<file path="src/mode_switch_defines.svh">
// offsets, field positions, reset values and result codes of the mode switch
`ifndef MODE_SWITCH_DEFINES_SVH
`define MODE_SWITCH_DEFINES_SVH

`define NUM_AXES 8
`define ADDR_W 8

// ----------------------------------------------------------------
// register byte offsets
// ----------------------------------------------------------------
`define OFF_CTRL 8'h00
`define OFF_RESET_CMD 8'h04
`define OFF_OUT_CFG 8'h08
`define OFF_CAM_NO 8'h0C
`define OFF_CAM_STROKE 8'h10
`define OFF_STATUS 8'h14
`define OFF_ERR_CODE 8'h18
`define OFF_ERR_AXIS 8'h1C
`define OFF_IRQ_STAT 8'h20
`define OFF_IRQ_EN 8'h24
`define OFF_IRQ_CLR 8'h28
`define OFF_AXIS_IN 8'h2C

// ----------------------------------------------------------------
// control bits and reset values
// ----------------------------------------------------------------
`define CTRL_REQ 0
`define CTRL_READY 1
`define CTRL_RUN 2
`define CTRL_AXIS_OK 3
`define CTRL_RESET 4'h0
`define OUT_CFG_RESET 32'h0000_0000
`define CAM_NO_RESET 16'h0000
`define CAM_STROKE_RESET 32'h0000_0000
`define ERR_CODE_RESET 16'h0000

// ----------------------------------------------------------------
// interrupt event bits
// ----------------------------------------------------------------
`define EV_ENTERED 0
`define EV_REFUSED 1
`define EV_FORCED 2
`define EV_LEFT 3

// ----------------------------------------------------------------
// mode switching error codes
// ----------------------------------------------------------------
`define ERR_NONE 16'h0000
`define ERR_FORCED_STOP 16'h0203
`define ERR_START_BUSY 16'h0204
`define ERR_HOMING 16'h0300
`define ERR_SERVO 16'h0400
`define ERR_UNIT 16'h0500
`define ERR_CAM_DATA 16'h0600
`define ERR_CAM_NO 16'h0800
`define ERR_STROKE_RANGE 16'h0900
`define ERR_STROKE_ODD 16'h0B00
`define ERR_REAL_AXIS 16'h0C00
`define ERR_RET_READY 16'hF002
`define ERR_RET_SERVO 16'hF001
`define ERR_RET_STOP 16'hF000

`endif

</file>
<file path="src/mode_switch_pkg.sv">
// types shared by the mode switch checker modules
package mode_switch_pkg;
`include "mode_switch_defines.svh"

    typedef enum logic [1:0] {
        ST_REAL = 2'b00,
        ST_ENTER = 2'b01,
        ST_VIRTUAL = 2'b11,
        ST_LEAVE = 2'b10
    } mode_state_t;

    typedef logic [15:0] err_code_t;
    typedef logic [`NUM_AXES-1:0] axis_mask_t;

endpackage : mode_switch_pkg

</file>
<file path="src/mode_switch_checks.sv">
// interlock evaluation for a real to virtual switch, in priority order
`timescale 1ns/1ps
module mode_switch_checks
    import mode_switch_pkg::*;
(
    input wire logic forced_stop,
    input wire axis_mask_t start_busy,
    input wire axis_mask_t homing,
    input wire axis_mask_t servo_err,
    input wire axis_mask_t roller,
    input wire axis_mask_t cam,
    input wire axis_mask_t unit_mismatch,
    input wire axis_mask_t cam_registered,
    input wire logic [15:0] cam_no,
    input wire logic [31:0] cam_stroke,
    input wire logic real_axis_ok,
    output err_code_t code,
    output axis_mask_t axes,
    output logic axes_valid
);
    always_comb begin
        code = `ERR_NONE;
        axes = '0;
        axes_valid = 1'b1;
        if (forced_stop) begin
            code = `ERR_FORCED_STOP; // RQ1
            axes_valid = 1'b0; // RQ14
        end else if (|start_busy) begin
            code = `ERR_START_BUSY; // RQ2
            axes_valid = 1'b0; // RQ14
        end else if (|(homing & ~roller)) begin
            code = `ERR_HOMING; // RQ3
            axes = homing & ~roller;
        end else if (|servo_err) begin
            code = `ERR_SERVO; // RQ4
            axes = servo_err;
        end else if (|(unit_mismatch & ~roller)) begin
            code = `ERR_UNIT; // RQ5
            axes = unit_mismatch & ~roller;
        end else if (|(cam & ~cam_registered)) begin
            code = `ERR_CAM_DATA; // RQ6
            axes = cam & ~cam_registered;
        end else if ((|cam) && cam_no == 16'h0000) begin
            code = `ERR_CAM_NO; // RQ7
            axes = cam;
        end else if ((|cam) && (cam_stroke[31] || cam_stroke == 32'h0)) begin
            code = `ERR_STROKE_RANGE; // RQ8
            axes = cam;
        end else if ((|cam) && cam_stroke[0]) begin
            code = `ERR_STROKE_ODD; // RQ9
            axes = cam;
        end else if (!real_axis_ok) begin
            code = `ERR_REAL_AXIS; // RQ10
        end
    end

endmodule : mode_switch_checks

</file>
<file path="config.mk">
export PLATFORM = sky130hd
export DESIGN_NAME = mode_switch_checks
export DESIGN_NICKNAME = d
export VERILOG_FILES = /design/src/mode_switch_pkg.sv /design/src/mode_switch_checks.sv
export VERILOG_INCLUDE_DIRS = /design/src
export SDC_FILE = /design/constraint.sdc
export NUM_CORES = 1
export LEC_CHECK = 0
export BUFFER_PORTS_ARGS = -buffer_cell sky130_fd_sc_hd__buf_2
export CORE_UTILIZATION = 33
export DETAILED_ROUTE_END_ITERATION = 8
export PLACE_DENSITY = 0.9
export REMOVE_ABC_BUFFERS = 1
export SLEW_MARGIN = 20
export SYNTH_ARGS = -nofsm -noshare
export SYNTH_HDL_FRONTEND = slang
export SYNTH_SLANG_ARGS = --single-unit
</file>
<file path="constraint.sdc">
create_clock -name vclk -period 5.2
set_input_delay 1.3 -clock vclk [all_inputs]
set_output_delay 1.3 -clock vclk [all_outputs]
set_load 0.03 [all_outputs]
</file>
==> metrics.log, run 1 <==
[metrics] result of the run: completed
[metrics] critical path endpoint: code[11]
[metrics] Avg Vias per Cell: 5.29
[metrics] final worst path period share: 0.892
[metrics] cell breakdown of the critical path: buf_2 -> or4_1 -> nor4_1 -> and2b_1 -> nand3_1 -> a2111oi_0 -> buf_2
[metrics] area enclosed by the die boundary: 2830 um^2
[metrics] final RePlAce weighted congestion: 0.807
[metrics] layout overhead on the synthesized area: 65.8%
[metrics] maximum fanout count along the critical path: 11
[metrics] total power of the final layout: 0.0000858 W
[metrics] worst setup path startpoint: servo_err[1]
[metrics] routed wirelength normalized by instance count: 11.8 um
[metrics] fillcell total: 262
[metrics] CLK BUF: 0
[metrics] synth unique cells: 32
[metrics] most frequent CP cell: buf_2
[metrics] fin nets: 357
[metrics] fraction of final layout cells with drive strength greater than 1: 0.522
[metrics] Worst slew margin: 0.664
[metrics] final max-slew violation count: 0
[metrics] endpoint kind of the worst setup timing path: output port
[metrics] Detail Placement HPWL: 2.92 mm
[metrics] Stages on worst setup path: 7
[metrics] buffer count from post-CTS setup fixing: 0
[metrics] min cycle time layout: 4.64 ns
[metrics] total vias in the final route: 1477
[metrics] antenna violations before repair: 0
[metrics] total power divided by cell area: 59.9 nW/um^2
[metrics] sequential cell area: 0 um^2
[metrics] largest net degree at the start of global routing: 14
[metrics] classification of the worst setup path: input pin to output port
[metrics] Synth Instances: 134
[metrics] # DRC: 0
[metrics] share of the synthesized area in the top cell type: 0.123
[metrics] Max IR drop VDD: 0.0000424 V
[metrics] critical path's slowest cell: or4_1
[metrics] Diodes inserted: 0
[metrics] WP buf/inv: 2
[metrics] actual slew at the worst max-slew pin: 0.499 ns
[metrics] hold buffers post-CTS: 0
[metrics] sequential fraction of the synthesis area: 0
[metrics] average cell area after synthesis: 6.45 um^2
[metrics] unrepaired setup endpoints after global routing: no
[metrics] highest clock frequency the design can meet: 216 MHz
[metrics] arrival time of the worst setup path: 3.34 ns
[metrics] Row Count: 18
[metrics] cell count after placement: 279
[metrics] filler-free cell count of the finished design: 279
[metrics] yosys warns: 0
[metrics] vias in the first global route: 1204
[metrics] total of max-cap violations: 0
[metrics] type of the worst min-delay path: input pin to output port
[metrics] type of origin of the critical path: input pin
[metrics] worst path setup slack after routing: 0.562 ns
[metrics] leading cell types in the layout, fill and taps excluded: buf_2 (122), nand2b_1 (17), nor4_1 (14)
[metrics] CORE AREA: 2480 um^2
[metrics] number of DRC markers in iteration 0: 30
[metrics] vertical extent of the die: 53.2 um
[metrics] number of endpoints failing setup at the final stage: 0
[metrics] post-synth top area cell: nand2b_1
[metrics] post-cts gate resize count: 0
[metrics] leftover overflow at the end of global routing: 0
[metrics] dominant cells by area after synthesis: nand2b_1 (12%), buf_4 (10%), nor4_1 (10%)
[metrics] global-route wire length before repair: 4.65 mm
[metrics] count of final hold-check violations: 0
[metrics] IO buf count: 122
[metrics] number of flip-flops and latches: 0
[metrics] max incr delay on CP: 0.52 ns
[metrics] Total GRT Usage: 0.212
[metrics] top-level I/O count: 131
[metrics] leakage power: 0.729 nW
[metrics] pre-CTS setup slack: 0.545 ns
[metrics] area of the mapped netlist: 865 um^2
[metrics] residual antenna-violating net count after detailed routing: 0
[metrics] TritonRoute pass-1 iters: 4
[metrics] cell count of the worst hold path: 2
[metrics] utilization of the core after routing: 0.579
[metrics] Detailed Route WL: 3.28 mm
[metrics] worst-case hold slack: 2.88 ns
[metrics] Worst path top cell family by delay: simple AND/OR/NAND/NOR gates
[metrics] Initial Util: 0.349
[metrics] horizontal die dimension: 53.2 um
[metrics] most common cell after layout, fill and taps aside: buf_2
[metrics] required time of the critical path: 3.90 ns
## layer usage
| layer | vias to the layer above | GRT usage | wire length (um) |
|---|---|---|---|
| met3 | 6 | 0.0172 | 295 |
| met4 | 0 | 0.0395 | 52 |
| met2 | 80 | 0.420 | 1610 |
| met1 | 655 | 0.241 | 1320 |
| met5 | - | 0 | 0 |
| li1 | 736 | - | - |
## where the power goes
group,internal (W),total [W],switching (W),leakage (nW)
clock network,0,0,0,0
logic,0.0000415,0.0000858,0.0000444,0.729
registers,0,0,0,0
total,0.0000415,0.0000858,0.0000444,0.729
## cell families (layout without fill, tap and decap cells)
logic type	count (synthesis)	count (layout)	share of synthesized area
other	1	9	0.00434
AOI/OAI and AO/OA	44	44	0.368
and+or+nand+nor	63	63	0.454
buffers and inverters	26	133	0.174
## cell type report
type,count,area [um^2],area share
well taps,30,37.5,0.0262
inverters,11,41.3,0.0288
multi-input cells,116,744,0.519
repair buffers,122,611,0.426
## worst min path at each step
stage                      from  endpoint  slack, ns
finish              forced_stop   code[1]       2.88
global route        forced_stop   code[0]       2.90
CTS                 forced_stop   code[1]       2.88
detailed placement  forced_stop   code[1]       2.88
global placement    forced_stop   code[1]       2.88
floorplan           forced_stop   code[0]       2.60
## cells in the mapped netlist, drive strengths merged
master   count
conb         1
nand4        6
o311ai       1
or2          2
a211oi       8
nand2b      17
or4          4
and4         1
nor4b        1
nor2b        4
nand3b       1
o22ai        4
o41a         4
nor4        14
buf         13
o31a         4
nor2         8
o21ai       10
a2111oi      1
nand2        1
a31oi        2
a311o        1
clkbuf       2
nor3         1
inv         11
and2b        1
a21oi        9
nand3        2
## stage by stage
stage	TNS (ns)	area [um^2]
floorplan	-0.0884	786
global placement	0	1430
detailed placement	0	1430
CTS	0	1430
global route	0	1430
finish	0	1430
Note: power is estimated with default switching activity, not from simulation.
==> run 2, diff against run 1 <==
CELL_PAD_IN_SITES_DETAIL_PLACEMENT = 2   (was unset)
CELL_PAD_IN_SITES_GLOBAL_PLACEMENT = 2   (was unset)
CORE_UTILIZATION = 13   (was 33)
PLACE_DENSITY = unset   (was 0.9)
PLACE_DENSITY_LB_ADDON = 0.1   (was unset)
SLEW_MARGIN = unset   (was 20)
==> run 2 against run 1 <==
Combinational power up 3.3%. Global-route usage down 8.0 points. Highest routed layer unchanged. Die area up 150%. Clock-buffer cell count unchanged. Flip-flop and latch count unchanged. Worst setup slack worse by 0.054 ns. First-iteration DRC count down 10%. Utilization down 35 points. Power up 3.2%.
==> metrics.log, run 2 (synthesis results as in run 1) <==
[metrics] leakage power: 0.729 nW
[metrics] number of DRC markers in iteration 0: 27
[metrics] Diodes inserted: 0
[metrics] layout overhead on the synthesized area: 72.6%
[metrics] max incr delay on CP: 0.54 ns
[metrics] type of origin of the critical path: input pin
[metrics] number of flip-flops and latches: 0
[metrics] hold buffers post-CTS: 0
[metrics] type of the worst min-delay path: input pin to output port
[metrics] post-cts gate resize count: 0
[metrics] fin nets: 357
[metrics] total vias in the final route: 1469
[metrics] worst setup path startpoint: servo_err[1]
[metrics] Hold Crit Start: forced_stop
[metrics] sequential cell area: 0 um^2
[metrics] leading cell types in the layout, fill and taps excluded: buf_2 (122), nand2b_1 (17), nor4_1 (14)
[metrics] final RePlAce weighted congestion: 0.700
[metrics] worst-case hold slack: 2.89 ns
[metrics] buffer count from post-CTS setup fixing: 0
[metrics] Total GRT Usage: 0.132
[metrics] Max IR drop VDD: 0.0000183 V
[metrics] arrival time of the worst setup path: 3.39 ns
[metrics] leftover overflow at the end of global routing: 0
[metrics] antenna violations before repair: 0
[metrics] maximum fanout count along the critical path: 11
[metrics] final worst path period share: 0.902
[metrics] min cycle time layout: 4.69 ns
[metrics] IO buf count: 122
[metrics] CORE AREA: 6390 um^2
[metrics] cell breakdown of the critical path: buf_2 -> or4_1 -> nor4_1 -> and2b_1 -> nand3_1 -> a2111oi_0 -> buf_2
[metrics] highest clock frequency the design can meet: 213 MHz
[metrics] area enclosed by the die boundary: 6980 um^2
[metrics] largest net degree at the start of global routing: 14
[metrics] global-route wire length before repair: 7.68 mm
[metrics] unrepaired setup endpoints after global routing: no
[metrics] Initial Util: 0.135
[metrics] post-place instance area: 1490 um^2
[metrics] CLK BUF: 0
[metrics] Row Count: 29
[metrics] most common cell after layout, fill and taps aside: buf_2
[metrics] residual antenna-violating net count after detailed routing: 0
[metrics] post-route cell area: 1490 um^2
[metrics] footprint of the multi-input gates: 744 um^2
[metrics] critical path's slowest cell: or4_1
[metrics] total power of the final layout: 0.0000886 W
[metrics] Detailed Route WL: 4.76 mm
[metrics] final max-slew violation count: 0
[metrics] Detail Placement HPWL: 4.44 mm
[metrics] total power divided by cell area: 59.3 nW/um^2
[metrics] total of max-cap violations: 0
[metrics] most frequent CP cell: buf_2
[metrics] utilization of the core after routing: 0.234
[metrics] fillcell total: 821
[metrics] required time of the critical path: 3.90 ns
[metrics] # DRC: 0
[metrics] result of the run: completed
[metrics] Worst slew margin: 0.594
[metrics] Avg Vias per Cell: 4.51
[metrics] TritonRoute pass-1 iters: 2
[metrics] summed negative setup slack over all endpoints: 0 ns
[metrics] horizontal die dimension: 83.6 um
[metrics] vertical extent of the die: 83.6 um
[metrics] vias in the first global route: 1576
[metrics] classification of the worst setup path: input pin to output port
[metrics] fraction of final layout cells with drive strength greater than 1: 0.522
[metrics] endpoint kind of the worst setup timing path: output port
[metrics] top-level I/O count: 131
[metrics] actual slew at the worst max-slew pin: 0.604 ns
[metrics] number of endpoints failing setup at the final stage: 0
[metrics] routed wirelength normalized by instance count: 14.6 um
[metrics] count of final hold-check violations: 0
run 2: cell counts in the layout (fill, tap and decap cells not counted):
Identical to the previous run, type by type.
run 2: cell type report:
cell class | count | share of cell area
timing repair buffer | 122 | 0.409
inverter | 11 | 0.0277
tap | 77 | 0.0645
multi-input combinational | 116 | 0.499
run 2: metal layers:
metal | vias up | part of all wire | global-route usage
li1 | 733 | - | -
met1 | 675 | 0.42 | 0.165
met2 | 59 | 0.52 | 0.255
met3 | 2 | 0.056 | 0.0119
met4 | 0 | 0.0055 | 0.00616
met5 | - | 0 | 0
run 2: where the power goes:
group	switching, W	internal (W)	total [W]	leakage, nW
logic	0.0000471	0.0000415	0.0000886	0.729
clock network	0	0	0	0
registers	0	0	0	0
total	0.0000471	0.0000415	0.0000886	0.729
run 2: worst max-delay path, delay by kind of cell:
kind                   cells  cell delay, ns
AOI/OAI and AO/OA          1            0.38
buffers and inverters      2            0.38
and+or+nand+nor            4            1.32
run 2: path summary, 6_finish.rpt:
kind,to,slack (ns),depth (start not counted)
max,code[11],0.51,7
min,code[0],2.89,2
run 2: through the flow:
stage                     setup WS (ns)  instances
final                             0.508        326
after global routing              0.287        326
after CTS                         0.489        326
after detailed placement          0.475        326
after global placement            0.572        326
after floorplan                 -0.0884        127
==> run 3, diff against run 2 <==
PLACE_DENSITY_LB_ADDON = 0.08   (was 0.1)
==> run 3 against run 2 <==
Utilization grew 0.12 points. Clock-buffer cell count is the same. Routed wire length is essentially flat. Global-route usage shrank 0.19 points. Worst hold slack lost 0.0017 ns. Critical endpoint is now axes[6]. Cell count grew 0.31%. First-iteration DRC count shrank 15%. Power is essentially flat. Worst setup slack gained 0.026 ns.
==> metrics.log, run 3 (synthesis results as in run 1) <==
[metrics] sequential cell area: 0 um^2
[metrics] fillcell total: 820
[metrics] residual antenna-violating net count after detailed routing: 0
[metrics] post-place instance area: 1500 um^2
[metrics] cell breakdown of the critical path: buf_2 -> nor4_1 -> nand4_1 -> o21ai_0 -> o311ai_4 -> a211oi_1 -> o31a_1 -> buf_2
[metrics] endpoint kind of the worst setup timing path: output port
[metrics] Worst slew margin: 0.567
[metrics] largest net degree at the start of global routing: 14
[metrics] unrepaired setup endpoints after global routing: no
[metrics] critical path's slowest cell: o21ai_0
[metrics] final RePlAce weighted congestion: 0.689
[metrics] number of endpoints failing setup at the final stage: 0
[metrics] actual slew at the worst max-slew pin: 0.644 ns
[metrics] critical path endpoint: axes[6]
[metrics] leading cell types in the layout, fill and taps excluded: buf_2 (122), nand2b_1 (17), nor4_1 (14)
[metrics] vias in the first global route: 1573
[metrics] total power divided by cell area: 59.0 nW/um^2
[metrics] layout overhead on the synthesized area: 73.5%
[metrics] hold buffers post-CTS: 0
[metrics] number of flip-flops and latches: 0
[metrics] leakage power: 0.735 nW
[metrics] number of DRC markers in iteration 0: 23
[metrics] IO buf count: 122
[metrics] min cycle time layout: 4.67 ns
[metrics] buffer count from post-CTS setup fixing: 0
[metrics] Detailed Route WL: 4.76 mm
[metrics] vertical extent of the die: 83.6 um
[metrics] post-cts gate resize count: 0
[metrics] Diodes inserted: 0
[metrics] # DRC: 0
[metrics] most frequent CP cell: buf_2
[metrics] maximum fanout count along the critical path: 8
[metrics] area enclosed by the die boundary: 6980 um^2
[metrics] arrival time of the worst setup path: 3.37 ns
[metrics] max incr delay on CP: 0.49 ns
[metrics] Row Count: 29
[metrics] top-level I/O count: 131
[metrics] Avg Vias per Cell: 4.51
[metrics] CORE AREA: 6390 um^2
[metrics] worst path setup slack after routing: 0.534 ns
[metrics] horizontal die dimension: 83.6 um
[metrics] Max IR drop VDD: 0.0000176 V
[metrics] leftover overflow at the end of global routing: 0
[metrics] summed negative setup slack over all endpoints: 0 ns
[metrics] total power of the final layout: 0.0000886 W
[metrics] fin nets: 358
[metrics] total vias in the final route: 1475
[metrics] final max-slew violation count: 0
[metrics] routed wirelength normalized by instance count: 14.6 um
[metrics] Initial Util: 0.135
[metrics] type of the worst min-delay path: input pin to output port
[metrics] classification of the worst setup path: input pin to output port
[metrics] worst setup path startpoint: cam_stroke[24]
[metrics] highest clock frequency the design can meet: 214 MHz
[metrics] most common cell after layout, fill and taps aside: buf_2
[metrics] Detail Placement HPWL: 4.42 mm
[metrics] Total GRT Usage: 0.130
[metrics] CLK BUF: 0
[metrics] required time of the critical path: 3.90 ns
[metrics] post-route cell area: 1500 um^2
[metrics] type of origin of the critical path: input pin
[metrics] total of max-cap violations: 0
[metrics] fraction of final layout cells with drive strength greater than 1: 0.524
[metrics] pre-CTS setup slack: 0.504 ns
[metrics] result of the run: completed
[metrics] TritonRoute pass-1 iters: 4
[metrics] count of final hold-check violations: 0
[metrics] antenna violations before repair: 0
[metrics] global-route wire length before repair: 7.57 mm
[metrics] final worst path period share: 0.897
-- run 3: changes by cell type in the layout (fill, tap and decap cells not counted) --
| cell | before | now |
|---|---|---|
| buf_4 | 0 | 1 |
-- run 3: per-stage QoR --
step | util | instances | hold slack [ns]
after global routing | 0.235 | 327 | 2.90
after floorplan | - | 127 | 2.60
final | 0.235 | 327 | 2.89
after global placement | 0.235 | 327 | 2.89
after detailed placement | 0.235 | 327 | 2.89
after CTS | 0.235 | 327 | 2.89
-- run 3: where the power goes --
group / total, W / switching, W / internal (W)
clock network: 0 / 0 / 0
logic: 0.0000886 / 0.0000470 / 0.0000415
registers: 0 / 0 / 0
total: 0.0000886 / 0.0000470 / 0.0000415
-- run 3: worst min path at each step --
stage,startpoint,to,slack (ns),cells past startpoint
after global routing,forced_stop,code[1],2.90,2
after floorplan,forced_stop,code[0],2.60,0
after global placement,forced_stop,code[0],2.89,2
final,forced_stop,code[0],2.89,2
after CTS,forced_stop,code[1],2.89,2
after detailed placement,forced_stop,code[1],2.89,2
-- run 3: metal layers --
layer  GRT usage  share of wire  vias up
met5           0              0        -
met4           0              0        0
met3      0.0109          0.058        0
met2       0.258           0.52       55
met1       0.160           0.42      686
li1            -              -      734
-- run 3: final cells by class --
cell class         instances  area, um^2  share of cell area
well taps                 77        96.3              0.0642
multi-input cells        116         744               0.496
inverters                 11        41.3              0.0275
repair buffers           123         618               0.412
-- run 3: worst max-delay path, delay by kind of cell --
family | cells | cell delay (ns)
buffers and inverters | 2 | 0.29
AND/OR/NAND/NOR | 2 | 0.45
AO/OA/AOI/OAI | 4 | 1.33
